File: config.mk
export PLATFORM = sky130hd
export DESIGN_NAME = csw_clock_switch
export DESIGN_NICKNAME = d
export VERILOG_FILES = /design/src/inc/csw_pkg.sv /design/src/logic/csw_clock_switch.sv
export SDC_FILE = /design/constraint.sdc
export NUM_CORES = 1
export LEC_CHECK = 0
export BUFFER_PORTS_ARGS = -buffer_cell sky130_fd_sc_hd__buf_2
export CAP_MARGIN = 40
export CORE_MARGIN = 1
export CORE_UTILIZATION = 47
export CTS_BUF_LIST = sky130_fd_sc_hd__clkbuf_4
export DETAILED_ROUTE_END_ITERATION = 16
export PLACE_DENSITY = 0.78
export SYNTH_ARGS = -nofsm -noshare
export SYNTH_HDL_FRONTEND = slang
export SYNTH_SLANG_ARGS = --single-unit
File: constraint.sdc
create_clock -name ref_clk -period 1.92 [get_ports ref_clk]
set_input_delay 0.288 -clock ref_clk [delete_from_list [all_inputs] [get_ports ref_clk]]
set_output_delay 0.288 -clock ref_clk [all_outputs]
set_load 0.005 [all_outputs]
File: src/inc/csw_pkg.sv
// Shared constants, types and register layout of the system clock switch.
package csw_pkg;

    ////////////////////////////////////////////////////////////////////////////////
    localparam logic [7:0] CSW_OFF_CONTROL = 8'h00;
    localparam logic [7:0] CSW_OFF_STATUS = 8'h04;
    localparam logic [7:0] CSW_OFF_CONFIG = 8'h08;

    localparam int CSW_CTL_PLL_BIT = 7;
    localparam int CSW_CTL_FREQ_LSB = 3;
    localparam int CSW_CTL_SCS_LSB = 0;
    localparam int CSW_STA_T1_BIT = 7;
    localparam int CSW_STA_PLL_BIT = 6;
    localparam int CSW_STA_EXT_BIT = 5;
    localparam int CSW_STA_FAST_BIT = 4;
    localparam int CSW_STA_MED_BIT = 2;
    localparam int CSW_STA_SLOW_BIT = 1;
    localparam int CSW_CFG_MODE_LSB = 0;
    localparam int CSW_CFG_PLL_BIT = 3;
    localparam int CSW_CFG_TWO_BIT = 4;
    localparam int CSW_CFG_FAIL_BIT = 5;

    localparam logic [3:0] CSW_FREQ_RESET = 4'h7;
    localparam logic [3:0] CSW_FREQ_PLL = 4'hE;
    localparam logic [1:0] CSW_SCS_RESET = 2'h0;
    localparam logic [1:0] CSW_SCS_TIMER1 = 2'h1;
    localparam logic [2:0] CSW_MODE_LOW_POWER = 3'h0;
    localparam logic [2:0] CSW_MODE_STANDARD = 3'h1;
    localparam logic [2:0] CSW_MODE_HIGH_SPEED = 3'h2;
    localparam logic [2:0] CSW_MODE_INTERNAL = 3'h4;
    localparam logic [2:0] CSW_MODE_RESET = 3'h4;
    localparam logic [10:0] CSW_OST_COUNT = 11'h400;

    // Index of each oscillator in the level and enable vectors.
    typedef enum logic [2:0] {
        SRC_SLOW, SRC_MED, SRC_FAST, SRC_PLL, SRC_EXT, SRC_T1
    } csw_src_type;

    typedef enum logic [2:0] {
        ST_RUN, ST_WAIT_READY, ST_WAIT_FALL, ST_HOLD_LOW, ST_UPDATE
    } csw_fsm_type;

    typedef struct packed {
        logic [31:0] paddr;
        logic psel;
        logic penable;
        logic pwrite;
        logic [31:0] pwdata;
    } csw_apb_req_type;

    typedef struct packed {
        logic [31:0] prdata;
        logic pready;
        logic pslverr;
    } csw_apb_rsp_type;

    // Level of each oscillator indexed by csw_src_type, and the raw ready flags.
    typedef struct packed {
        logic [5:0] level;
        logic [4:0] ready;
    } csw_osc_in_type;

endpackage : csw_pkg

File: src/logic/csw_clock_switch.sv
// System clock source selection and glitch-free handover with two-speed start-up.
// What this block does
// - 32 MHz only in internal mode, source select 00, frequency 1110, PLL enabled.
// - With PLL forced by configuration, software cannot disable it; 8 MHz unavailable.
// - Internal oscillator never goes through the PLL when source select is 1x.
// - New internal frequency waits for its oscillator start-up before handover begins.
// - Handover waits for old clock falling edge, holds low, resumes on new rise.
// - Oscillator running bits update after new clock is active, before completion.
// - Frequency change within the same oscillator switches with no start-up delay.
// - Source select 00 configured mode, 01 Timer1 oscillator, 1x internal block.
// - Every reset clears source select.
// - Automatic switches leave source select alone; running-source bit shows truth.
// - External running bit set only when running from configured primary source.
// - Crystal modes count 1024 external oscillations before the crystal is used.
// - Two-speed start-up is off for all non-crystal modes.
// - Start-up count finished while awake sets running bit and moves to crystal.
// - Sleep aborts the start-up count and leaves the running bit clear.
// - Two-speed needs its enable bit or the fail monitor bit, source select 00 and a crystal mode.
// - Two-speed runs after power-up and after wake, executing from internal oscillator.
// - Clock fail monitor enabled forces two-speed start-up on.
// - Timer1 or crystal sources wait 1024 oscillations before use.
// - Internal oscillators leaving sleep or power-on are not held for warm-up; only a handover waits for ready, the current source is used at once.
// - Frequency select resets to 0111; 000x slow oscillator, 1111 16 MHz.
// - PLL configuration bit set keeps the PLL on regardless of software.
//
// The implementer's own choices: the APB slave port and the address map.
module csw_clock_switch (
    input wire logic ref_clk,
    input wire logic rst_b,
    input wire csw_pkg::csw_apb_req_type apb_req,
    output csw_pkg::csw_apb_rsp_type apb_rsp,
    input wire csw_pkg::csw_osc_in_type osc_in,
    input wire logic power_up_done,
    input wire logic sleep_enter,
    input wire logic wake_up,
    input wire logic clock_fail_detect,
    output logic sys_clk_out,
    output csw_pkg::csw_src_type active_src,
    output logic [3:0] active_freq,
    output logic switch_busy,
    output logic [5:0] osc_enable
);
    import csw_pkg::*;

    ////////////////////////////////////////////////////////////////////////////////
    typedef struct packed {
        logic soft_pll_enable;
        logic [3:0] internal_freq_select;
        logic [1:0] clock_source_select;
        logic [2:0] config_osc_mode;
        logic config_pll_force;
        logic two_speed_enable;
        logic clock_fail_monitor;
        logic [4:0] rdy_s1;
        logic [4:0] rdy_s2;
        logic [5:0] level_prev;
        csw_src_type cur_src;
        csw_src_type tgt_src;
        csw_fsm_type fsm;
        logic [10:0] ost_cnt;
        logic ost_done;
        logic sleeping;
        logic fail_active;
        logic external_clock_running;
        logic [4:0] status_rdy;
        logic sys_clk;
        logic [5:0] osc_en;
        logic [3:0] freq_out;
        logic busy;
        csw_apb_rsp_type rsp;
    } csw_state_type;

    csw_state_type st;
    csw_state_type next_st;

    // Oscillator that a frequency select code is derived from.
    function automatic csw_src_type freq_src(input logic [3:0] f);
        if (f[3:1] == 3'h0) begin
            return SRC_SLOW;
        end else if (f == 4'h2 || (f[3:2] == 2'h1)) begin
            return SRC_MED;
        end else begin
            return SRC_FAST;
        end
    endfunction : freq_src

    function automatic logic is_crystal(input logic [2:0] m);
        return m == CSW_MODE_LOW_POWER || m == CSW_MODE_STANDARD || m == CSW_MODE_HIGH_SPEED;
    endfunction : is_crystal

    ////////////////////////////////////////////////////////////////////////////////
    logic pll_on;
    logic two_speed_on;
    logic apb_access;
    logic apb_write;
    logic [7:0] status_word;
    logic [5:0] fall_edge;
    logic [5:0] rise_edge;
    csw_src_type want_src;
    csw_src_type ost_src;
    logic want_ready;

    always_comb begin
        pll_on = st.config_pll_force | st.soft_pll_enable;
        two_speed_on = (st.two_speed_enable | st.clock_fail_monitor)
            & (st.clock_source_select == CSW_SCS_RESET) & is_crystal(st.config_osc_mode);
        apb_access = apb_req.psel & apb_req.penable & ~st.rsp.pready;
        // Writes land at the edge where the master sees pready high, ending the transfer.
        apb_write = apb_req.psel & apb_req.penable & apb_req.pwrite & st.rsp.pready;
        fall_edge = st.level_prev & ~osc_in.level;
        rise_edge = ~st.level_prev & osc_in.level;
        ost_src = (st.clock_source_select == CSW_SCS_TIMER1) ? SRC_T1 : SRC_EXT;
        status_word = 8'h00;
        status_word[CSW_STA_T1_BIT] = st.status_rdy[4];
        status_word[CSW_STA_PLL_BIT] = st.status_rdy[3];
        status_word[CSW_STA_EXT_BIT] = st.external_clock_running;
        status_word[CSW_STA_FAST_BIT] = st.status_rdy[2];
        status_word[CSW_STA_MED_BIT] = st.status_rdy[1];
        status_word[CSW_STA_SLOW_BIT] = st.status_rdy[0];
        // Selection of the wanted source.
        if (st.clock_source_select[1]) begin
            want_src = freq_src(st.internal_freq_select);
        end else if (st.clock_source_select == CSW_SCS_TIMER1) begin
            want_src = SRC_T1;
        end else if (st.fail_active) begin
            want_src = freq_src(st.internal_freq_select);
        end else if (st.config_osc_mode == CSW_MODE_INTERNAL) begin
            if (st.internal_freq_select == CSW_FREQ_PLL && pll_on) begin
                want_src = SRC_PLL;
            end else begin
                want_src = freq_src(st.internal_freq_select);
            end
        end else if (two_speed_on && !st.ost_done) begin
            want_src = freq_src(st.internal_freq_select);
        end else begin
            want_src = SRC_EXT;
        end
        case (st.tgt_src)
            SRC_SLOW: want_ready = st.rdy_s2[0];
            SRC_MED: want_ready = st.rdy_s2[1];
            SRC_FAST: want_ready = st.rdy_s2[2];
            SRC_PLL: want_ready = st.rdy_s2[3];
            SRC_EXT: want_ready = st.ost_done | ~is_crystal(st.config_osc_mode);
            SRC_T1: want_ready = st.rdy_s2[4] & st.ost_done;
            default: want_ready = 1'b0;
        endcase
    end

    ////////////////////////////////////////////////////////////////////////////////
    always_comb begin
        next_st = st;
        next_st.rdy_s1 = osc_in.ready;
        next_st.rdy_s2 = st.rdy_s1;
        next_st.level_prev = osc_in.level;
        next_st.rsp.pready = apb_access;
        next_st.rsp.pslverr = 1'b0;
        next_st.rsp.prdata = 32'h0000_0000;

        // Register access.
        if (apb_access) begin
            case (apb_req.paddr[7:0])
                CSW_OFF_CONTROL: begin
                    next_st.rsp.prdata[7:0] = {st.soft_pll_enable, st.internal_freq_select, 1'b0,
                        st.clock_source_select};
                end
                CSW_OFF_STATUS: begin
                    next_st.rsp.prdata[7:0] = status_word;
                end
                CSW_OFF_CONFIG: begin
                    next_st.rsp.prdata[5:0] = {st.clock_fail_monitor, st.two_speed_enable,
                        st.config_pll_force, st.config_osc_mode};
                end
                default: begin
                    next_st.rsp.pslverr = 1'b1;
                end
            endcase
        end
        if (apb_write && apb_req.paddr[7:0] == CSW_OFF_CONTROL) begin
            next_st.soft_pll_enable = apb_req.pwdata[CSW_CTL_PLL_BIT];
            next_st.internal_freq_select = apb_req.pwdata[CSW_CTL_FREQ_LSB +: 4];
            next_st.clock_source_select = apb_req.pwdata[CSW_CTL_SCS_LSB +: 2];
        end
        if (apb_write && apb_req.paddr[7:0] == CSW_OFF_CONFIG) begin
            next_st.config_osc_mode = apb_req.pwdata[CSW_CFG_MODE_LSB +: 3];
            next_st.config_pll_force = apb_req.pwdata[CSW_CFG_PLL_BIT];
            next_st.two_speed_enable = apb_req.pwdata[CSW_CFG_TWO_BIT];
            next_st.clock_fail_monitor = apb_req.pwdata[CSW_CFG_FAIL_BIT];
        end

        // A new source select restarts the start-up timer and ends a fail condition.
        if (apb_write && apb_req.paddr[7:0] == CSW_OFF_CONTROL
            && apb_req.pwdata[CSW_CTL_SCS_LSB +: 2] != st.clock_source_select) begin
            next_st.ost_cnt = 11'h000;
            next_st.ost_done = 1'b0;
            next_st.fail_active = 1'b0;
        end else if (st.clock_fail_monitor && clock_fail_detect && st.ost_done) begin
            next_st.fail_active = 1'b1;
        end

        // Start-up timer counts falling edges of the oscillator being started.
        if (!st.sleeping && power_up_done && !st.ost_done && fall_edge[ost_src]) begin
            if (st.ost_cnt == CSW_OST_COUNT - 11'h001) begin
                next_st.ost_done = 1'b1;
            end
            next_st.ost_cnt = st.ost_cnt + 11'h001;
        end

        // Handover sequencer.
        case (st.fsm)
            ST_RUN: begin
                next_st.sys_clk = osc_in.level[st.cur_src];
                next_st.status_rdy = st.rdy_s2;
                if (!st.sleeping && want_src != st.cur_src) begin
                    next_st.tgt_src = want_src;
                    next_st.fsm = ST_WAIT_READY;
                end
                if (freq_src(st.internal_freq_select) == st.cur_src) begin
                    next_st.freq_out = st.internal_freq_select;
                end
            end
            ST_WAIT_READY: begin
                next_st.sys_clk = osc_in.level[st.cur_src];
                if (want_ready) begin
                    next_st.fsm = ST_WAIT_FALL;
                end
            end
            ST_WAIT_FALL: begin
                next_st.sys_clk = osc_in.level[st.cur_src];
                if (fall_edge[st.cur_src]) begin
                    next_st.sys_clk = 1'b0;
                    next_st.fsm = ST_HOLD_LOW;
                end
            end
            ST_HOLD_LOW: begin
                next_st.sys_clk = 1'b0;
                if (rise_edge[st.tgt_src]) begin
                    next_st.sys_clk = 1'b1;
                    next_st.cur_src = st.tgt_src;
                    next_st.freq_out = st.internal_freq_select;
                    if (st.tgt_src != SRC_EXT) begin
                        next_st.external_clock_running = 1'b0;
                    end
                    next_st.fsm = ST_UPDATE;
                end
            end
            ST_UPDATE: begin
                next_st.sys_clk = osc_in.level[st.cur_src];
                next_st.status_rdy = st.rdy_s2;
                next_st.external_clock_running = (st.cur_src == SRC_EXT);
                next_st.fsm = ST_RUN;
            end
            default: begin
                next_st.fsm = ST_RUN;
            end
        endcase

        // Sleep aborts any start-up count; wake restarts it for two-speed start-up.
        if (sleep_enter) begin
            next_st.sleeping = 1'b1;
            next_st.ost_cnt = 11'h000;
            next_st.ost_done = 1'b0;
            next_st.external_clock_running = 1'b0;
            next_st.fail_active = 1'b0;
        end else if (wake_up) begin
            next_st.sleeping = 1'b0;
        end

        next_st.osc_en = 6'h00;
        next_st.osc_en[st.cur_src] = 1'b1;
        next_st.osc_en[st.tgt_src] = ~st.sleeping;
        next_st.osc_en[ost_src] = ~st.sleeping & ~st.ost_done;
        if (pll_on) begin
            next_st.osc_en[SRC_PLL] = ~st.sleeping;
        end
        next_st.busy = (next_st.fsm != ST_RUN);
    end

    always_ff @(posedge ref_clk or negedge rst_b) begin
        if (!rst_b) begin
            st <= '0;
            st.internal_freq_select <= CSW_FREQ_RESET;
            st.clock_source_select <= CSW_SCS_RESET;
            st.config_osc_mode <= CSW_MODE_RESET;
            st.cur_src <= SRC_MED;
            st.tgt_src <= SRC_MED;
            st.fsm <= ST_RUN;
            st.freq_out <= CSW_FREQ_RESET;
        end else begin
            st <= next_st;
        end
    end

    assign apb_rsp = st.rsp;
    assign sys_clk_out = st.sys_clk;
    assign active_src = st.cur_src;
    assign active_freq = st.freq_out;
    assign switch_busy = st.busy;
    assign osc_enable = st.osc_en;
endmodule : csw_clock_switch

# == Word level (Yosys, flattened, before mapping) ==
# Cells that the tools add are included.
# W data, S select, Z words.
# op_classes
add_sub_neg,1
magnitude_cmp,6
eq_ne,28
mux,56
bitwise_logic,19
reduce_logical,39
# ops
operator,count
$mux W12,3
$mux W3,12
$mux W1,20
$pmux W6 S3,1
$eq A3 B2 Y1 const B,5
$eq A3 B3 Y1 const B,5
$reduce_bool A3 Y1,5
$logic_and A1 B1 Y1,14
$and A6 B6 Y6,2
$bmux W1 S3,4
$bwmux W6,2
$logic_not A3 Y1,4
$lt A3 B4 Y1 const B,3
$not A6 Y6,2
$pmux W3 S4,1
$add A11 B1 Y11 const B,1
$eq A11 B10 Y1 const B,1
$demux W1 S3,3
$eq A3 B1 Y1 const B,3
$ge A3 B1 Y1 const B,3
$ne A3 B3 Y1 const B,3
$and A1 B1 Y1,8
$eq A8 B3 Y1 const B,1
$eq A8 B4 Y1 const B,1
26 further kinds,42
# totals
regBits,80
inputBits,84
out_inout_bits,49
wordCells,175

# == Depth between registers and ports, before layout ==
# logic_depth
depth_word,15
depth_mapped,7
mapped_depth_nobuf,7

# == Worst setup path before layout ==
# No wires, ideal clock.
# synth_path
kind,flip-flop to flip-flop
from,register st[96] in the netlist's numbering
to,register st[70] in the netlist's numbering
setup_ps,128
t_arrival_ps,1932
required_time_ps,1792
setup_slack_ps,-140
stages_incl_launch_ff,7
n_path_buf,0
period_less_slack_ps,2060
cell_sequence,dfstp_2 > or3b_1 > nor4b_2 > o32a_2 > xnor2_1 > a21oi_2 > mux2_1
# synth_between
elab_chain_cells,13
word_cells_on_any_way,16
classes_between,eq/ne (4); mux (5); bitwise (1); reduce/logical (6)
# synth_lines
element,line_no,rtl
start: declaration,csw_clock_switch.sv:73,csw_state_type st;
start signal: assignment,csw_clock_switch.sv:289,st <= next_st;
$eq A3 B1 Y1 or $logic_not A3 Y1 (tied branches),csw_clock_switch.sv:88,return m == CSW_MODE_LOW_POWER || m == CSW_MODE_STANDARD || m == CSW_MODE_HIGH_SPEED;
$logic_or A1 B1 Y1 (2 in series),csw_clock_switch.sv:88,
$and A1 B1 Y1,csw_clock_switch.sv:106,& (st.clock_source_select == CSW_SCS_RESET) & is_crystal(st.config_osc_mode);
$logic_and A1 B1 Y1,csw_clock_switch.sv:133,end else if (two_speed_on && !st.ost_done) begin
$mux W3,csw_clock_switch.sv:133,
$mux W3 (*),csw_clock_switch.sv:127,end else if (st.config_osc_mode == CSW_MODE_INTERNAL) begin
$mux W3 (*),csw_clock_switch.sv:125,end else if (st.fail_active) begin
$mux W3 (*),csw_clock_switch.sv:123,end else if (st.clock_source_select == CSW_SCS_TIMER1) begin
$mux W3 (*),csw_clock_switch.sv:121,if (st.clock_source_select[1]) begin
$ne A3 B3 Y1,csw_clock_switch.sv:213,if (!st.sleeping && want_src != st.cur_src) begin
$logic_and A1 B1 Y1,csw_clock_switch.sv:213,
$reduce_and A2 Y1 (no line),n/a,
# Mark *: on every way between the ends. The rest lies on a longest branch, timed or not.
# A chain may end at the register's enable or synchronous reset.

# == Worst setup path after layout ==
# Same ends and word-level chain as after synthesis.

==> run summary <==
count leader, synth -> dfrtp_1
CP max stage delay -> 550 ps
CTS sink cnt -> 80
Power Total -> 3.93 mW
Multi-input gate area -> 1770 sq um
post-synth top area share -> 43.9%
filler instances -> 637
leading area contributor after synthesis -> dfrtp_1
failing checks -> setup timing
final hold vios -> 0
Buffers on Ports -> 60
Post-synth EDFFs -> 0
die area -> 8980 sq um
fmax -> 0.464 GHz
Initial DRC Count -> 230
Commonest cells post-synth -> 71 x dfrtp_1, 48 x buf_4, 29 x nor2_1
CTS tree -> yes
post-DR vias/cell -> 5.40
P&R area growth vs syn -> 20.9%
critical path data required time -> 2270 ps
Rows -> 33
worst min path class -> input port to flip-flop
Post-Route Skew -> 23.4 ps
critical path peak fanout -> 4
clk slew on worst S/H paths -> 130 ps
DRT Wirelength -> 9.17 mm
Worst path slowest cell -> dfstp_2
Pleak -> 2.38 nW
die height -> 94.8 um
Longest Clk Path Bufs -> 2
via count of the routed design -> 3140
Top FF cell, synth -> dfrtp_1
PwrDens -> 803 nW/um^2
placement-stage cell area -> 4450 sq um
H-tree levels -> 3
placed cells -> 548
global-route wire length before repair -> 13.9 mm
DRT Pass-1 Iters -> 4
CP Class -> flip-flop to flip-flop
CP cell instances -> or3b_4, o211ai_1, nand2_1, mux2i_2, a21oi_4, mux2_4
placed wire-length estimate -> 6.20 mm
synth unique cells -> 55
aggregate global routing overflow -> 0
Max Slew Vio Count -> 0
max-cap viol count -> 0
Non-Filler Instances -> 582
Routed WL per cell -> 15.7 um
maximum VDD drop -> 0.000555 V
Crit. End Element -> flip-flop
Synth Instances -> 383
Synth Warn # -> 0
Tcrit/Tclk final -> 112%
largest net degree at the start of global routing -> 37
Synth area leaders -> dfrtp_1 44%, buf_4 8.9%, mux2_2 7.0%, dfstp_2 5.8%, mux2i_1 4.0%
fin area -> 4890 sq um
initial antenna violation count -> 0
Total Routing Usage GR -> 20.7%
Worst path top cell family by delay -> simple AND/OR/NAND/NOR gates
ys async rst share -> 100%
FF+latch count, synth -> 80
final RePlAce weighted congestion -> 0.855
share of post-route cells with drive strength above 1 -> 37.3%
core area -> 8260 sq um
CTS buffer count -> 9
syn_area_per_cell -> 10.6 sq um
Final WS setup -> -233 ps
FF+latch area -> 2010 sq um
register area share after synthesis -> 49.8%
RSZ-0062 raised after global routing -> yes
Final nets -> 557
Worst Path Buf+Inv -> 0
run status -> finished with violations
Starting Density -> 49.0%
ant diodes -> 0
setup TNS -> -1020 ps
IO Pins -> 133
Die W -> 94.8 um
final setup fails -> 9
Critical Path Source Type -> flip-flop
Worst-Skew Late Latency -> 460 ps
vias in the first global route -> 2930
number of remaining DRC errors -> 0
CTS Root Cell -> clkbuf_4
Mapped Area -> 4040 sq um
Final Critical Period -> 2150 ps
WP data arrival -> 2500 ps
Setup WS pre-CTS -> -211 ps
Post-DRT Antenna Nets -> 0
-- layout by cell type, fill, tap and decap left out, types with 9 or more instances in the layout --
cell type      instances
nor2_1                29
mux2i_1               14
buf_2                 59
nor2b_1               14
nand2_1               22
o21ai_1                9
dlygate4sd3_1         11
clkbuf_4              11
o21ai_0               11
dfstp_2                9
dfrtp_1               70
buf_4                 42
a21oi_1               14
mux2_2                23
conb_1                24
-- where the power goes --
part,internal [mW],switching (mW),total [mW]
registers,1.86,0.145,2.00
clock network,0.424,0.607,1.03
logic,0.453,0.441,0.894
total,2.73,1.19,3.93
-- cell type report --
| cell class | instances | area share [%] |
|---|---|---|
| clock buffers | 11 | 1.69 |
| clock inverters | 5 | 1.18 |
| inverters | 9 | 0.742 |
| multi-input cells | 255 | 36.2 |
| flip-flops and latches | 80 | 41.2 |
| well taps | 105 | 2.69 |
| repair buffers | 117 | 16.3 |
-- registers in the layout, summed over array words and instances, names as in the netlist --
register	cells
sys_clk_out	1
st	50
osc_enable	6
active_src	3
active_freq	4
apb_rsp	10
next_st	5
switch_busy	1
-- worst paths after layout --
path | from | endpoint | slack (ps) | cells after the start
max | st[96] | st[70] | -230 | 6
min | osc_in[10] | st[80] | 20 | 1
max reg2reg | st[96] | st[70] | -230 | 6
min reg2reg | next_st[85] | st[85] | 360 | 0
max in group asynchronous | rst_b | st[81] | 1020 | 3
min in group asynchronous | rst_b | active_src[2] | 340 | 2
-- per-layer routing --
layer	GRT usage [%]	part of all wire [%]	vias to the layer above
met5	0	0	-
met4	11.2	2.5	0
met3	3.86	6.2	22
met2	32.9	50	127
met1	26.7	42	1539
li1	-	-	1452
-- cell families (layout without fill, tap and decap cells) --
kind of cell / after synthesis / after routing / synth area share, %
flops: 80 / 80 / 49.8
buf+inv: 71 / 142 / 11.2
mux: 45 / 45 / 12.0
simple gates: 115 / 115 / 15.3
other cells: 1 / 24 / 0.0927
fa+ha+maj: 1 / 1 / 0.309
compound gates: 66 / 66 / 10.4
xor+xnor: 4 / 4 / 0.866
-- timing repair --
item                                    CTS  global route
hold endpoints to repair                 35             0
resized for setup                         9            19
hold buffers                             11             0
pin swaps                                 4             9
endpoints found under the setup margin    9            17
buffers inserted                          2             7
-- per-stage QoR --
step	util (%)	hold slack [ps]
after floorplan	-	-7.59
after global placement	53.9	275
after detailed placement	53.9	281
after CTS	57.5	15.0
after global routing	59.2	13.9
final	59.2	16.1
(Power assumes the default switching activity.)
